==> src/lfmc_pkg.sv <==
// Constants, register map and state types of the flash/torch mode controller.
// Assumes a 25 MHz core clock; analog comparators arrive as clean levels.
package lfmc_pkg;

	// ********************
	// Clock and times
	// ********************
	localparam int unsigned CLK_PERIOD_NS = 40;
	localparam int unsigned TIMEOUT_STEP_MS = 100;
	localparam int unsigned TIMEOUT_STEP_CYC =
		(TIMEOUT_STEP_MS * 1_000_000 + CLK_PERIOD_NS - 1) / CLK_PERIOD_NS;
	localparam int unsigned LED_DELAY_NS = 256_000;
	localparam int unsigned LED_DELAY_CYC =
		(LED_DELAY_NS + CLK_PERIOD_NS - 1) / CLK_PERIOD_NS;
	localparam int unsigned OUT_DELAY_US = 2048;
	localparam int unsigned OUT_DELAY_CYC =
		(OUT_DELAY_US * 1000 + CLK_PERIOD_NS - 1) / CLK_PERIOD_NS;
	localparam logic [7:0] RAMP_STEP_CYC = 8'h20;
	localparam int unsigned TIMEOUT_LEVELS = 8;

	// ********************
	// Register offsets and reset values
	// ********************
	localparam logic [7:0] ADDR_REVISION = 8'h00;
	localparam logic [7:0] ADDR_INPUT_VOLTAGE_FLASH_MONITOR = 8'h01;
	localparam logic [7:0] ADDR_FEATURES = 8'h08;
	localparam logic [7:0] ADDR_CURRENT = 8'h09;
	localparam logic [7:0] ADDR_ENABLE = 8'h0a;
	localparam logic [7:0] ADDR_FLAGS = 8'h0b;
	localparam logic [7:0] RST_INPUT_VOLTAGE_FLASH_MONITOR = 8'h80;
	localparam logic [7:0] RST_FEATURES = 8'h52;
	localparam logic [7:0] RST_CURRENT = 8'h0f;
	localparam logic [7:0] RST_ENABLE = 8'h00;
	localparam logic [7:0] RST_FLAGS = 8'h00;
	localparam logic [7:0] ENABLE_WMASK = 8'hf3;

	// ********************
	// Field positions
	// ********************
	localparam int EN_MODE_LO = 0;
	localparam int EN_TORCH_PIN = 4;
	localparam int EN_STROBE_PIN = 5;
	localparam int EN_PA_SYNC_PIN = 6;
	localparam int EN_INPUT_VOLTAGE_FLASH_MONITOR_HOLD = 7;
	localparam int INPUT_VOLTAGE_FLASH_MONITOR_UNDERVOLTAGE_LOCKOUT_ENABLE = 7;
	localparam int FL_TIMEOUT = 0;
	localparam int FL_THERMAL = 1;
	localparam int FL_LED_OUT = 2;
	localparam int FL_OVERVOLT = 3;
	localparam int FL_UNDERVOLTAGE_LOCKOUT = 4;
	localparam int FL_INPUT_VOLTAGE_FLASH_MONITOR = 5;
	localparam logic [1:0] MODE_STANDBY = 2'h0;
	localparam logic [1:0] MODE_TORCH = 2'h2;
	localparam logic [1:0] MODE_FLASH = 2'h3;

	typedef enum logic [2:0] {
		ST_STANDBY = 3'b001,
		ST_PRECHARGE = 3'b010,
		ST_ON = 3'b100
	} lfmc_state_type;

	typedef struct packed {
		lfmc_state_type state;
		logic [7:0] enable;
		logic [7:0] flags;
		logic [7:0] features;
		logic [7:0] current;
		logic [7:0] input_voltage_flash_monitor_cfg;
		logic [7:0] rdata;
		logic [3:0] code;
		logic [7:0] step_cnt;
		logic [31:0] since_on;
		logic is_flash;
		logic hold;
		logic strobe_done;
		logic boost;
		logic [3:0] level_out;
		logic torch_range;
		logic led_on;
		logic ls_en;
		logic hs_full;
		logic hs_pre;
		logic hs_limit;
	} lfmc_regs_type;

endpackage

==> src/lfmc_ctrl.sv <==
// Mode sequencer of a boost flash/torch LED driver with its register file.
// Assumes a byte register port behind the serial bus framing, and
// comparator levels synchronous to clk.
`timescale 1ns/10ps
module lfmc_ctrl
	import lfmc_pkg::*;
#(
	parameter int unsigned TIMEOUT_STEP_CYCLES = TIMEOUT_STEP_CYC,
	parameter int unsigned LED_DELAY_CYCLES = LED_DELAY_CYC,
	parameter int unsigned OUT_DELAY_CYCLES = OUT_DELAY_CYC,
	parameter logic [7:0] REVISION_ID = 8'h5a
)(
	input wire logic clk,
	input wire logic reset,
	input wire logic [7:0] reg_addr,
	input wire logic [7:0] reg_wdata,
	input wire logic reg_wr,
	input wire logic reg_rd,
	output logic [7:0] reg_rdata,
	input wire logic hw_flash_trigger,
	input wire logic pa_sync_input,
	input wire logic vin_below_undervoltage_lockout,
	input wire logic vin_below_input_voltage_flash_monitor,
	input wire logic die_over_temp,
	input wire logic vout_over_ovp,
	input wire logic vout_below_short,
	input wire logic vout_below_vin,
	input wire logic vout_precharged,
	input wire logic led_below_short,
	input wire logic headroom_low,
	input wire logic inductor_limit,
	output logic led_on,
	output logic [3:0] led_level,
	output logic led_torch_range,
	output logic lowside_enable,
	output logic highside_full_on,
	output logic highside_precharge,
	output logic highside_limit,
	output logic boost_mode
);
	// REVISION_ID value is arbitrary
	if (TIMEOUT_STEP_CYCLES < 1 ||
		TIMEOUT_STEP_CYCLES > 32'h1fff_ffff / TIMEOUT_LEVELS)
		$error("lfmc_ctrl: TIMEOUT_STEP_CYCLES out of range");
	if (LED_DELAY_CYCLES < 1 || OUT_DELAY_CYCLES < 1)
		$error("lfmc_ctrl: fault delays must be at least one cycle");

	lfmc_regs_type r, n;
	logic timer_start;
	logic timer_stop;
	logic timer_expired;
	logic [31:0] timeout_cycles;

	// ********************
	// Flash timeout timer
	// ********************
	assign timeout_cycles = 32'((int'(r.features[2:0]) + 1) *
		TIMEOUT_STEP_CYCLES);

	lfmc_timer #(
		.WIDTH(32)
	) u_timeout (
		.clk(clk),
		.reset(reset),
		.start(timer_start),
		.stop(timer_stop),
		.limit(timeout_cycles),
		.expired(timer_expired)
	);

	function automatic logic [3:0] torch_code(input logic [7:0] cur);
		torch_code = {1'b0, cur[6:4]};
	endfunction

	// ********************
	// Sequencer
	// ********************
	logic flash_req;
	logic torch_req;
	logic pa_cut;
	logic undervoltage_lockout_hit;
	logic led_fault;
	logic stop_all;
	logic flags_read;
	logic [3:0] target;
	logic [7:0] flag_set;

	always_comb
	begin
		n = r;
		flag_set = '0;
		stop_all = 1'b0;
		timer_start = 1'b0;
		flags_read = reg_rd && (reg_addr == ADDR_FLAGS);
		flash_req = (r.enable[1:0] == MODE_FLASH) ||
			(r.enable[EN_STROBE_PIN] && hw_flash_trigger &&
			!r.strobe_done);
		torch_req = (r.enable[1:0] == MODE_TORCH) ||
			(r.enable[EN_TORCH_PIN] && !r.enable[EN_PA_SYNC_PIN] &&
			pa_sync_input);
		pa_cut = r.enable[EN_PA_SYNC_PIN] && pa_sync_input;
		undervoltage_lockout_hit = r.input_voltage_flash_monitor_cfg[INPUT_VOLTAGE_FLASH_MONITOR_UNDERVOLTAGE_LOCKOUT_ENABLE] && vin_below_undervoltage_lockout;
		target = r.is_flash ? r.current[3:0] : torch_code(r.current);

		// Register port; read data registered one cycle after reg_rd
		if (reg_wr)
		begin
			case (reg_addr)
			ADDR_ENABLE: n.enable = reg_wdata & ENABLE_WMASK;
			ADDR_FEATURES: n.features = reg_wdata;
			ADDR_CURRENT: n.current = reg_wdata;
			ADDR_INPUT_VOLTAGE_FLASH_MONITOR: n.input_voltage_flash_monitor_cfg = reg_wdata;
			default: ;
			endcase
		end
		if (reg_rd)
		begin
			case (reg_addr)
			ADDR_REVISION: n.rdata = REVISION_ID;
			ADDR_INPUT_VOLTAGE_FLASH_MONITOR: n.rdata = r.input_voltage_flash_monitor_cfg;
			ADDR_FEATURES: n.rdata = r.features;
			ADDR_CURRENT: n.rdata = r.current;
			ADDR_ENABLE: n.rdata = r.enable;
			ADDR_FLAGS: n.rdata = r.flags;
			default: n.rdata = 8'h00;
			endcase
		end
		if (flags_read)
		begin
			n.flags = '0;
			n.hold = 1'b0;
		end
		if (!hw_flash_trigger)
			n.strobe_done = 1'b0;

		// Saturating time since the LED source was triggered
		if (r.state != ST_STANDBY && r.since_on != 32'hffff_ffff)
			n.since_on = r.since_on + 32'h0000_0001;

		led_fault = 1'b0;
		if (r.state == ST_ON)
		begin
			if (r.since_on >= 32'(LED_DELAY_CYCLES) && led_below_short)
				led_fault = 1'b1;
			if (r.since_on >= 32'(OUT_DELAY_CYCLES) &&
				(vout_over_ovp || vout_below_short))
				led_fault = 1'b1;
		end

		// Flags: set wins over the read clear, level re-sets only if present
		flag_set[FL_UNDERVOLTAGE_LOCKOUT] = undervoltage_lockout_hit;
		flag_set[FL_THERMAL] = die_over_temp;
		flag_set[FL_OVERVOLT] = vout_over_ovp;
		flag_set[FL_LED_OUT] = led_fault;
		flag_set[FL_TIMEOUT] = timer_expired && r.is_flash &&
			r.state != ST_STANDBY;
		flag_set[FL_INPUT_VOLTAGE_FLASH_MONITOR] = r.state == ST_ON && r.is_flash &&
			r.enable[EN_INPUT_VOLTAGE_FLASH_MONITOR_HOLD] && vin_below_input_voltage_flash_monitor;

		case (r.state)
		ST_STANDBY:
		begin
			if (!r.hold && (flash_req || torch_req))
			begin
				n.is_flash = flash_req;
				timer_start = flash_req;
				n.since_on = '0;
				n.code = '0;
				n.step_cnt = '0;
				n.boost = 1'b0;
				if (vout_below_vin && !vout_precharged)
					n.state = ST_PRECHARGE;
				else
					n.state = ST_ON;
			end
		end
		ST_PRECHARGE:
		begin
			if (vout_precharged)
				n.state = ST_ON;
			if (!(r.is_flash ? flash_req : torch_req))
				stop_all = 1'b1;
		end
		ST_ON:
		begin
			if (headroom_low)
				n.boost = 1'b1;
			if (r.code != target)
			begin
				if (r.step_cnt == RAMP_STEP_CYC - 8'h01)
				begin
					n.step_cnt = '0;
					if (r.code > target)
						n.code = target;
					else if (!flag_set[FL_INPUT_VOLTAGE_FLASH_MONITOR])
						n.code = r.code + 4'h1;
				end
				else
					n.step_cnt = r.step_cnt + 8'h01;
			end
			if (!(r.is_flash ? flash_req : torch_req))
				stop_all = 1'b1;
		end
		default: n.state = ST_STANDBY;
		endcase

		// Faults that end operation and clear the mode bits
		if (flag_set[FL_TIMEOUT] || led_fault || undervoltage_lockout_hit ||
			die_over_temp)
		begin
			stop_all = 1'b1;
			n.enable[1:0] = MODE_STANDBY;
			n.strobe_done = n.strobe_done || flag_set[FL_TIMEOUT];
		end
		if (undervoltage_lockout_hit || die_over_temp)
			n.hold = 1'b1;
		if (stop_all || (r.hold && r.state != ST_STANDBY))
		begin
			n.state = ST_STANDBY;
			n.code = '0;
		end
		timer_stop = n.state == ST_STANDBY;

		n.flags = n.flags | flag_set;

		// ********************
		// Power stage controls, registered
		// ********************
		n.led_on = n.state == ST_ON;
		if (n.state == ST_ON && n.is_flash && pa_cut)
		begin
			n.level_out = torch_code(n.current);
			n.torch_range = 1'b1;
		end
		else
		begin
			n.level_out = n.led_on ? n.code : 4'h0;
			n.torch_range = !n.is_flash;
		end
		n.ls_en = n.state == ST_ON && n.boost && !vout_over_ovp &&
			!inductor_limit && !vout_below_short;
		n.hs_limit = n.state != ST_STANDBY && vout_below_short;
		n.hs_full = n.state == ST_ON && !n.boost && !vout_below_short;
		n.hs_pre = n.state == ST_PRECHARGE && !vout_below_short;
	end

	always_ff @(posedge clk)
	begin
		if (reset)
		begin
			r <= '0;
			r.state <= ST_STANDBY;
			r.enable <= RST_ENABLE;
			r.flags <= RST_FLAGS;
			r.features <= RST_FEATURES;
			r.current <= RST_CURRENT;
			r.input_voltage_flash_monitor_cfg <= RST_INPUT_VOLTAGE_FLASH_MONITOR;
		end
		else
			r <= n;
	end

	assign reg_rdata = r.rdata;
	assign led_on = r.led_on;
	assign led_level = r.level_out;
	assign led_torch_range = r.torch_range;
	assign lowside_enable = r.ls_en;
	assign highside_full_on = r.hs_full;
	assign highside_precharge = r.hs_pre;
	assign highside_limit = r.hs_limit;
	assign boost_mode = r.boost;
endmodule // lfmc_ctrl

==> src/lfmc_timer.sv <==
// One-shot cycle timer with a one-cycle expiry pulse.
// Assumes synchronous requests: start as a single-cycle pulse, stop as a level that may be held.
`timescale 1ns/10ps
module lfmc_timer
	import lfmc_pkg::*;
#(
	parameter int unsigned WIDTH = 32
)(
	input wire logic clk,
	input wire logic reset,
	input wire logic start,
	input wire logic stop,
	input wire logic [WIDTH-1:0] limit,
	output logic expired
);
	typedef struct packed {
		logic [WIDTH-1:0] count;
		logic running;
		logic expired;
	} lfmc_tmr_type;

	lfmc_tmr_type r, n;

	if (WIDTH < 2)
		$error("lfmc_timer: WIDTH too small");

	always_comb
	begin
		n = r;
		n.expired = 1'b0;
		if (start)
		begin
			n.count = '0;
			n.running = 1'b1;
		end
		else if (stop)
			n.running = 1'b0;
		else if (r.running)
		begin
			if (r.count == limit - 1'b1)
			begin
				n.running = 1'b0;
				n.expired = 1'b1;
			end
			else
				n.count = r.count + 1'b1;
		end
	end

	always_ff @(posedge clk)
	begin
		if (reset)
			r <= '0;
		else
			r <= n;
	end

	assign expired = r.expired;
endmodule // lfmc_timer

==> config.mk <==
export PLATFORM = sky130hd
export DESIGN_NAME = lfmc_ctrl
export DESIGN_NICKNAME = d
export VERILOG_FILES = /design/src/lfmc_pkg.sv /design/src/lfmc_ctrl.sv /design/src/lfmc_timer.sv
export SDC_FILE = /design/constraint.sdc
export NUM_CORES = 1
export LEC_CHECK = 0
export BUFFER_PORTS_ARGS = -buffer_cell sky130_fd_sc_hd__buf_2
export CAP_MARGIN = 10
export CORE_MARGIN = 1.5
export CORE_UTILIZATION = 60
export CTS_CLUSTER_SIZE = 20
export DETAILED_ROUTE_END_ITERATION = 6
export PLACE_DENSITY = 0.82
export SLEW_MARGIN = 40
export SYNTH_ARGS = -nofsm -noshare
export SYNTH_HDL_FRONTEND = slang
export SYNTH_HIERARCHICAL = 1
export SYNTH_SLANG_ARGS = --single-unit
==> constraint.sdc <==
create_clock -name clk -period 8.6 [get_ports clk]
set_input_delay 1.72 -clock clk [delete_from_list [all_inputs] [get_ports clk]]
set_output_delay 1.72 -clock clk [all_outputs]
set_load 0.03 [all_outputs]
==> metrics.md <==
| Metric | Value |
|---|---|
| Status | complete, no violations |
| DRC viols | 0 |
| Cell area power density | 148 nW/um2 |
| Distinct cell type count after synthesis | 79 |
| Die width | 123 um |
| WP data arrival | 7.53 ns |
| Mean post-synth cell area | 8.18 um2 |
| Ys async rst share | 0% |
| DIE HEIGHT | 123 um |
| Clock-pin slew on the worst setup and hold paths | 0.06 ns |
| Layout area overhead | 11.3% |
| Wire length per cell | 16.4 um |
| Placement Setup Slack | 1.54 ns |
| Vias | 7958 |
| Core area | 14000 um2 |
| LEAKAGE | 3.74 nW |
| Min-Delay Path Class | reg2reg |
| Post-CTS Resized | 0 |
| Grt ovf | 0 |
| Power, Total | 1.43 mW |
| Root Buffer | clkbuf_16 |
| FF-to-FF setup slack | 1.44 ns |
| Switching Fraction | 24.7% |
| Top_reg_cell synth | dfxtp_1 |
| Largest net degree at the start of global routing | 61 |
| Initial Util | 62.1% |
| Layout cell share with drive strength beyond 1 | 10.4% |
| Initial antenna violation count | 0 |
| Number of synthesis warnings | 6 |
| Worst slew margin | 46.4% |
| CP endpoint kind | flop |
| Leading cell type in the layout, fill and taps excluded | dfxtp_1 |
| Final setup TNS | 0 ns |
| Longest Clk Path Bufs | 2 |
| Seq cells post-synth | 139 |
| Post-CTS Setup Bufs | 0 |
| GRT Util Overall | 29.1% |
| Cell depth of the worst flop-to-flop path | 20 |
| CTS tree | done |
| Skew-Pair Late Insertion Delay | 0.44 ns |
| EDFF count, synth | 0 |
| Fin Clk Skew | 0.0171 ns |
| Ant diodes | 0 |
| Vias in the first global route | 7155 |
| Min cycle time layout | 7.16 ns |
| Count of endpoints failing setup in the final report | 0 |
| Sequential share of the synthesized area | 32.1% |
| Critical path class | reg2reg |
| Slew Viols, Final | 0 |
| R2r endpoint | u_timeout/r[9] |
| Syn Inst Count | 1061 |
| Reg-to-reg startpoint | r[82] |
| Critical Path Start Type | flop |
| Final cycle utilization of the critical path | 83.3% |
| Rows | 43 |
| FILL cells | 1145 |
| I/O Pins | 51 |
| Avg Vias per Cell | 6.06 |
| Clk sinks | 139 |
| Max Clk Rate | 140 MHz |
| RSZ-0062 raised after global routing | false |
| Hold slack | 0.456 ns |
| Fin. Hold Viols | 0 |
| Hold path cells | 2 |
| Post-Syn Area | 8680 um2 |
| Combinational Power Share | 4.2% |
| Max VDD drop | 0.158 mV |
| Hold Path Sink | r[68] |
| Dpl hpwl | 15100 um |
| GP Congestion | 0.912 |
| CP Max Fanout | 36 |
| Die area | 15200 um2 |
| Final ANT Viol Nets | 0 |
| Psw | 0.353 mW |
| Worst Path Required | 8.96 ns |
| Commonest non-fill, non-tap cells in the layout | dfxtp_1 (139), nor2_1 (137), a21oi_1 (72) |
| Max Cap Violations | 0 |
| Worst slew pin tran | 0.803 ns |
| Final Net Count | 1188 |
| Min-Delay Startpoint | r[68] |
| Num CTS Buffers | 17 |
| Total Wirelength | 21500 um |
| Internal power | 1.08 mW |
| Setup ws final | 1.44 ns |
| IO buf count | 50 |
| Clock power share | 50.5% |
| Drt first pass iters | 6 |
| Cts hold-fix bufs | 0 |
| First-pass GRT wire length | 34800 um |
| H-tree depth | 4 |
| Reg power frac | 45.3% |
| DR iter-0 viols | 636 |
==> how the worst max path moves through the flow <==
stage                     cells after the start  startpoint              end
after global routing                         20       r[82]  u_timeout/r[16]
after global placement                       20       r[82]   u_timeout/r[9]
after detailed placement                     20       r[82]   u_timeout/r[4]
after floorplan                              22       r[82]  u_timeout/r[15]
after CTS                                    20       r[82]   u_timeout/r[9]
final                                        20       r[82]   u_timeout/r[9]
==> synthesized netlist by cell type (6+ instances only) <==
library cell    n  share of area, %
nor4_1         15               1.1
a21o_1         12               1.0
o21ai_0        18               1.0
a21oi_1        72               4.2
and4_1         13               1.3
xor2_1         37               3.7
o31ai_1         9              0.78
nor2_1        138               6.0
nand2b_1       12              0.86
xnor2_1        54               5.4
nand4_1        33               2.4
buf_4          12               1.0
or4_1          13               1.1
buf_2           7              0.40
ha_1           34               4.9
dfxtp_1       139                32
and3_1         30               2.2
a31oi_1         8              0.58
nand2_1        70               3.0
nor2b_1        17               1.2
a211o_1         8              0.81
mux2i_1        25               2.9
o21a_1          6              0.52
and2_1          9              0.65
or3_1          15               1.1
clkbuf_1       28               1.2
inv_1          34               1.5
nor3_1         35               2.0
nand3_1        52               3.0
==> power groups by stage <==
stage | clock network [mW] | registers (mW) | logic, mW
after floorplan | 0 | 0.662 | 0.0383
after global routing | 0.758 | 0.648 | 0.0662
after global placement | 0 | 0.662 | 0.0574
after CTS | 0.726 | 0.647 | 0.0582
final | 0.722 | 0.648 | 0.0604
after detailed placement | 0 | 0.662 | 0.0578
==> registers in the layout (all words and copies together) (netlist names) <==
name / count
u_timeout/r: 33
highside_full_on: 1
u_timeout/expired: 1
boost_mode: 1
reg_rdata: 8
lowside_enable: 1
led_level: 4
r: 86
led_torch_range: 1
highside_precharge: 1
highside_limit: 1
led_on: 1
==> worst max-delay path, stage by stage (launching register included) <==
cell      delay, ns
dfxtp_1        0.47
inv_1          0.32
ha_1           0.72
ha_1           0.34
ha_1           0.33
ha_1           0.30
a21o_1         0.15
a21oi_1        0.25
o21ai_0        0.12
o2111a_1       0.22
a41o_1         0.26
nand2_1        0.07
xnor2_1        0.13
nor3_1         0.53
nand3_1        0.28
or4_1          0.52
a22o_1         0.20
or4_1          0.48
or4_2          0.94
nand4_1        0.25
mux2i_1        0.20
==> routing by layer <==
metal,up-vias,wire [um],global-route usage [%]
li1,3921,-,-
met1,3740,9740,37.6
met2,252,10100,46.3
met3,45,1290,8.21
met4,0,428,10.8
met5,-,0,0
==> through the flow <==
stage / instances / util, % / instance area, um2
final: 1313 / 69.1 / 9660
after global routing: 1313 / 69.1 / 9660
after CTS: 1313 / 69.0 / 9660
after detailed placement: 1281 / 64.9 / 9080
after global placement: 1279 / 64.8 / 9060
after floorplan: 1098 / - / 8820
==> final cells by class <==
type	instances	area (um2)	area share, %
clock inverters	14	138	1.42
inverters	34	128	1.32
well taps	180	225	2.33
flip-flops and latches	139	2780	28.8
multi-input cells	873	5660	58.6
clock buffers	18	439	4.55
repair buffers	55	288	2.98
==> logic make-up (layout without fill, tap and decap cells) <==
family,after synthesis,in the layout,synth area share (%)
other,1,38,0.0432
AOI/OAI and AO/OA,190,190,14.7
buffers and inverters,86,121,4.53
muxes,29,29,3.66
adders and majority gates,36,36,5.36
xor gates and xnor gates,91,91,9.18
and+or+nand+nor,489,489,30.5
DFF,139,139,32.1
Note: power is estimated with default switching activity, not from simulation.
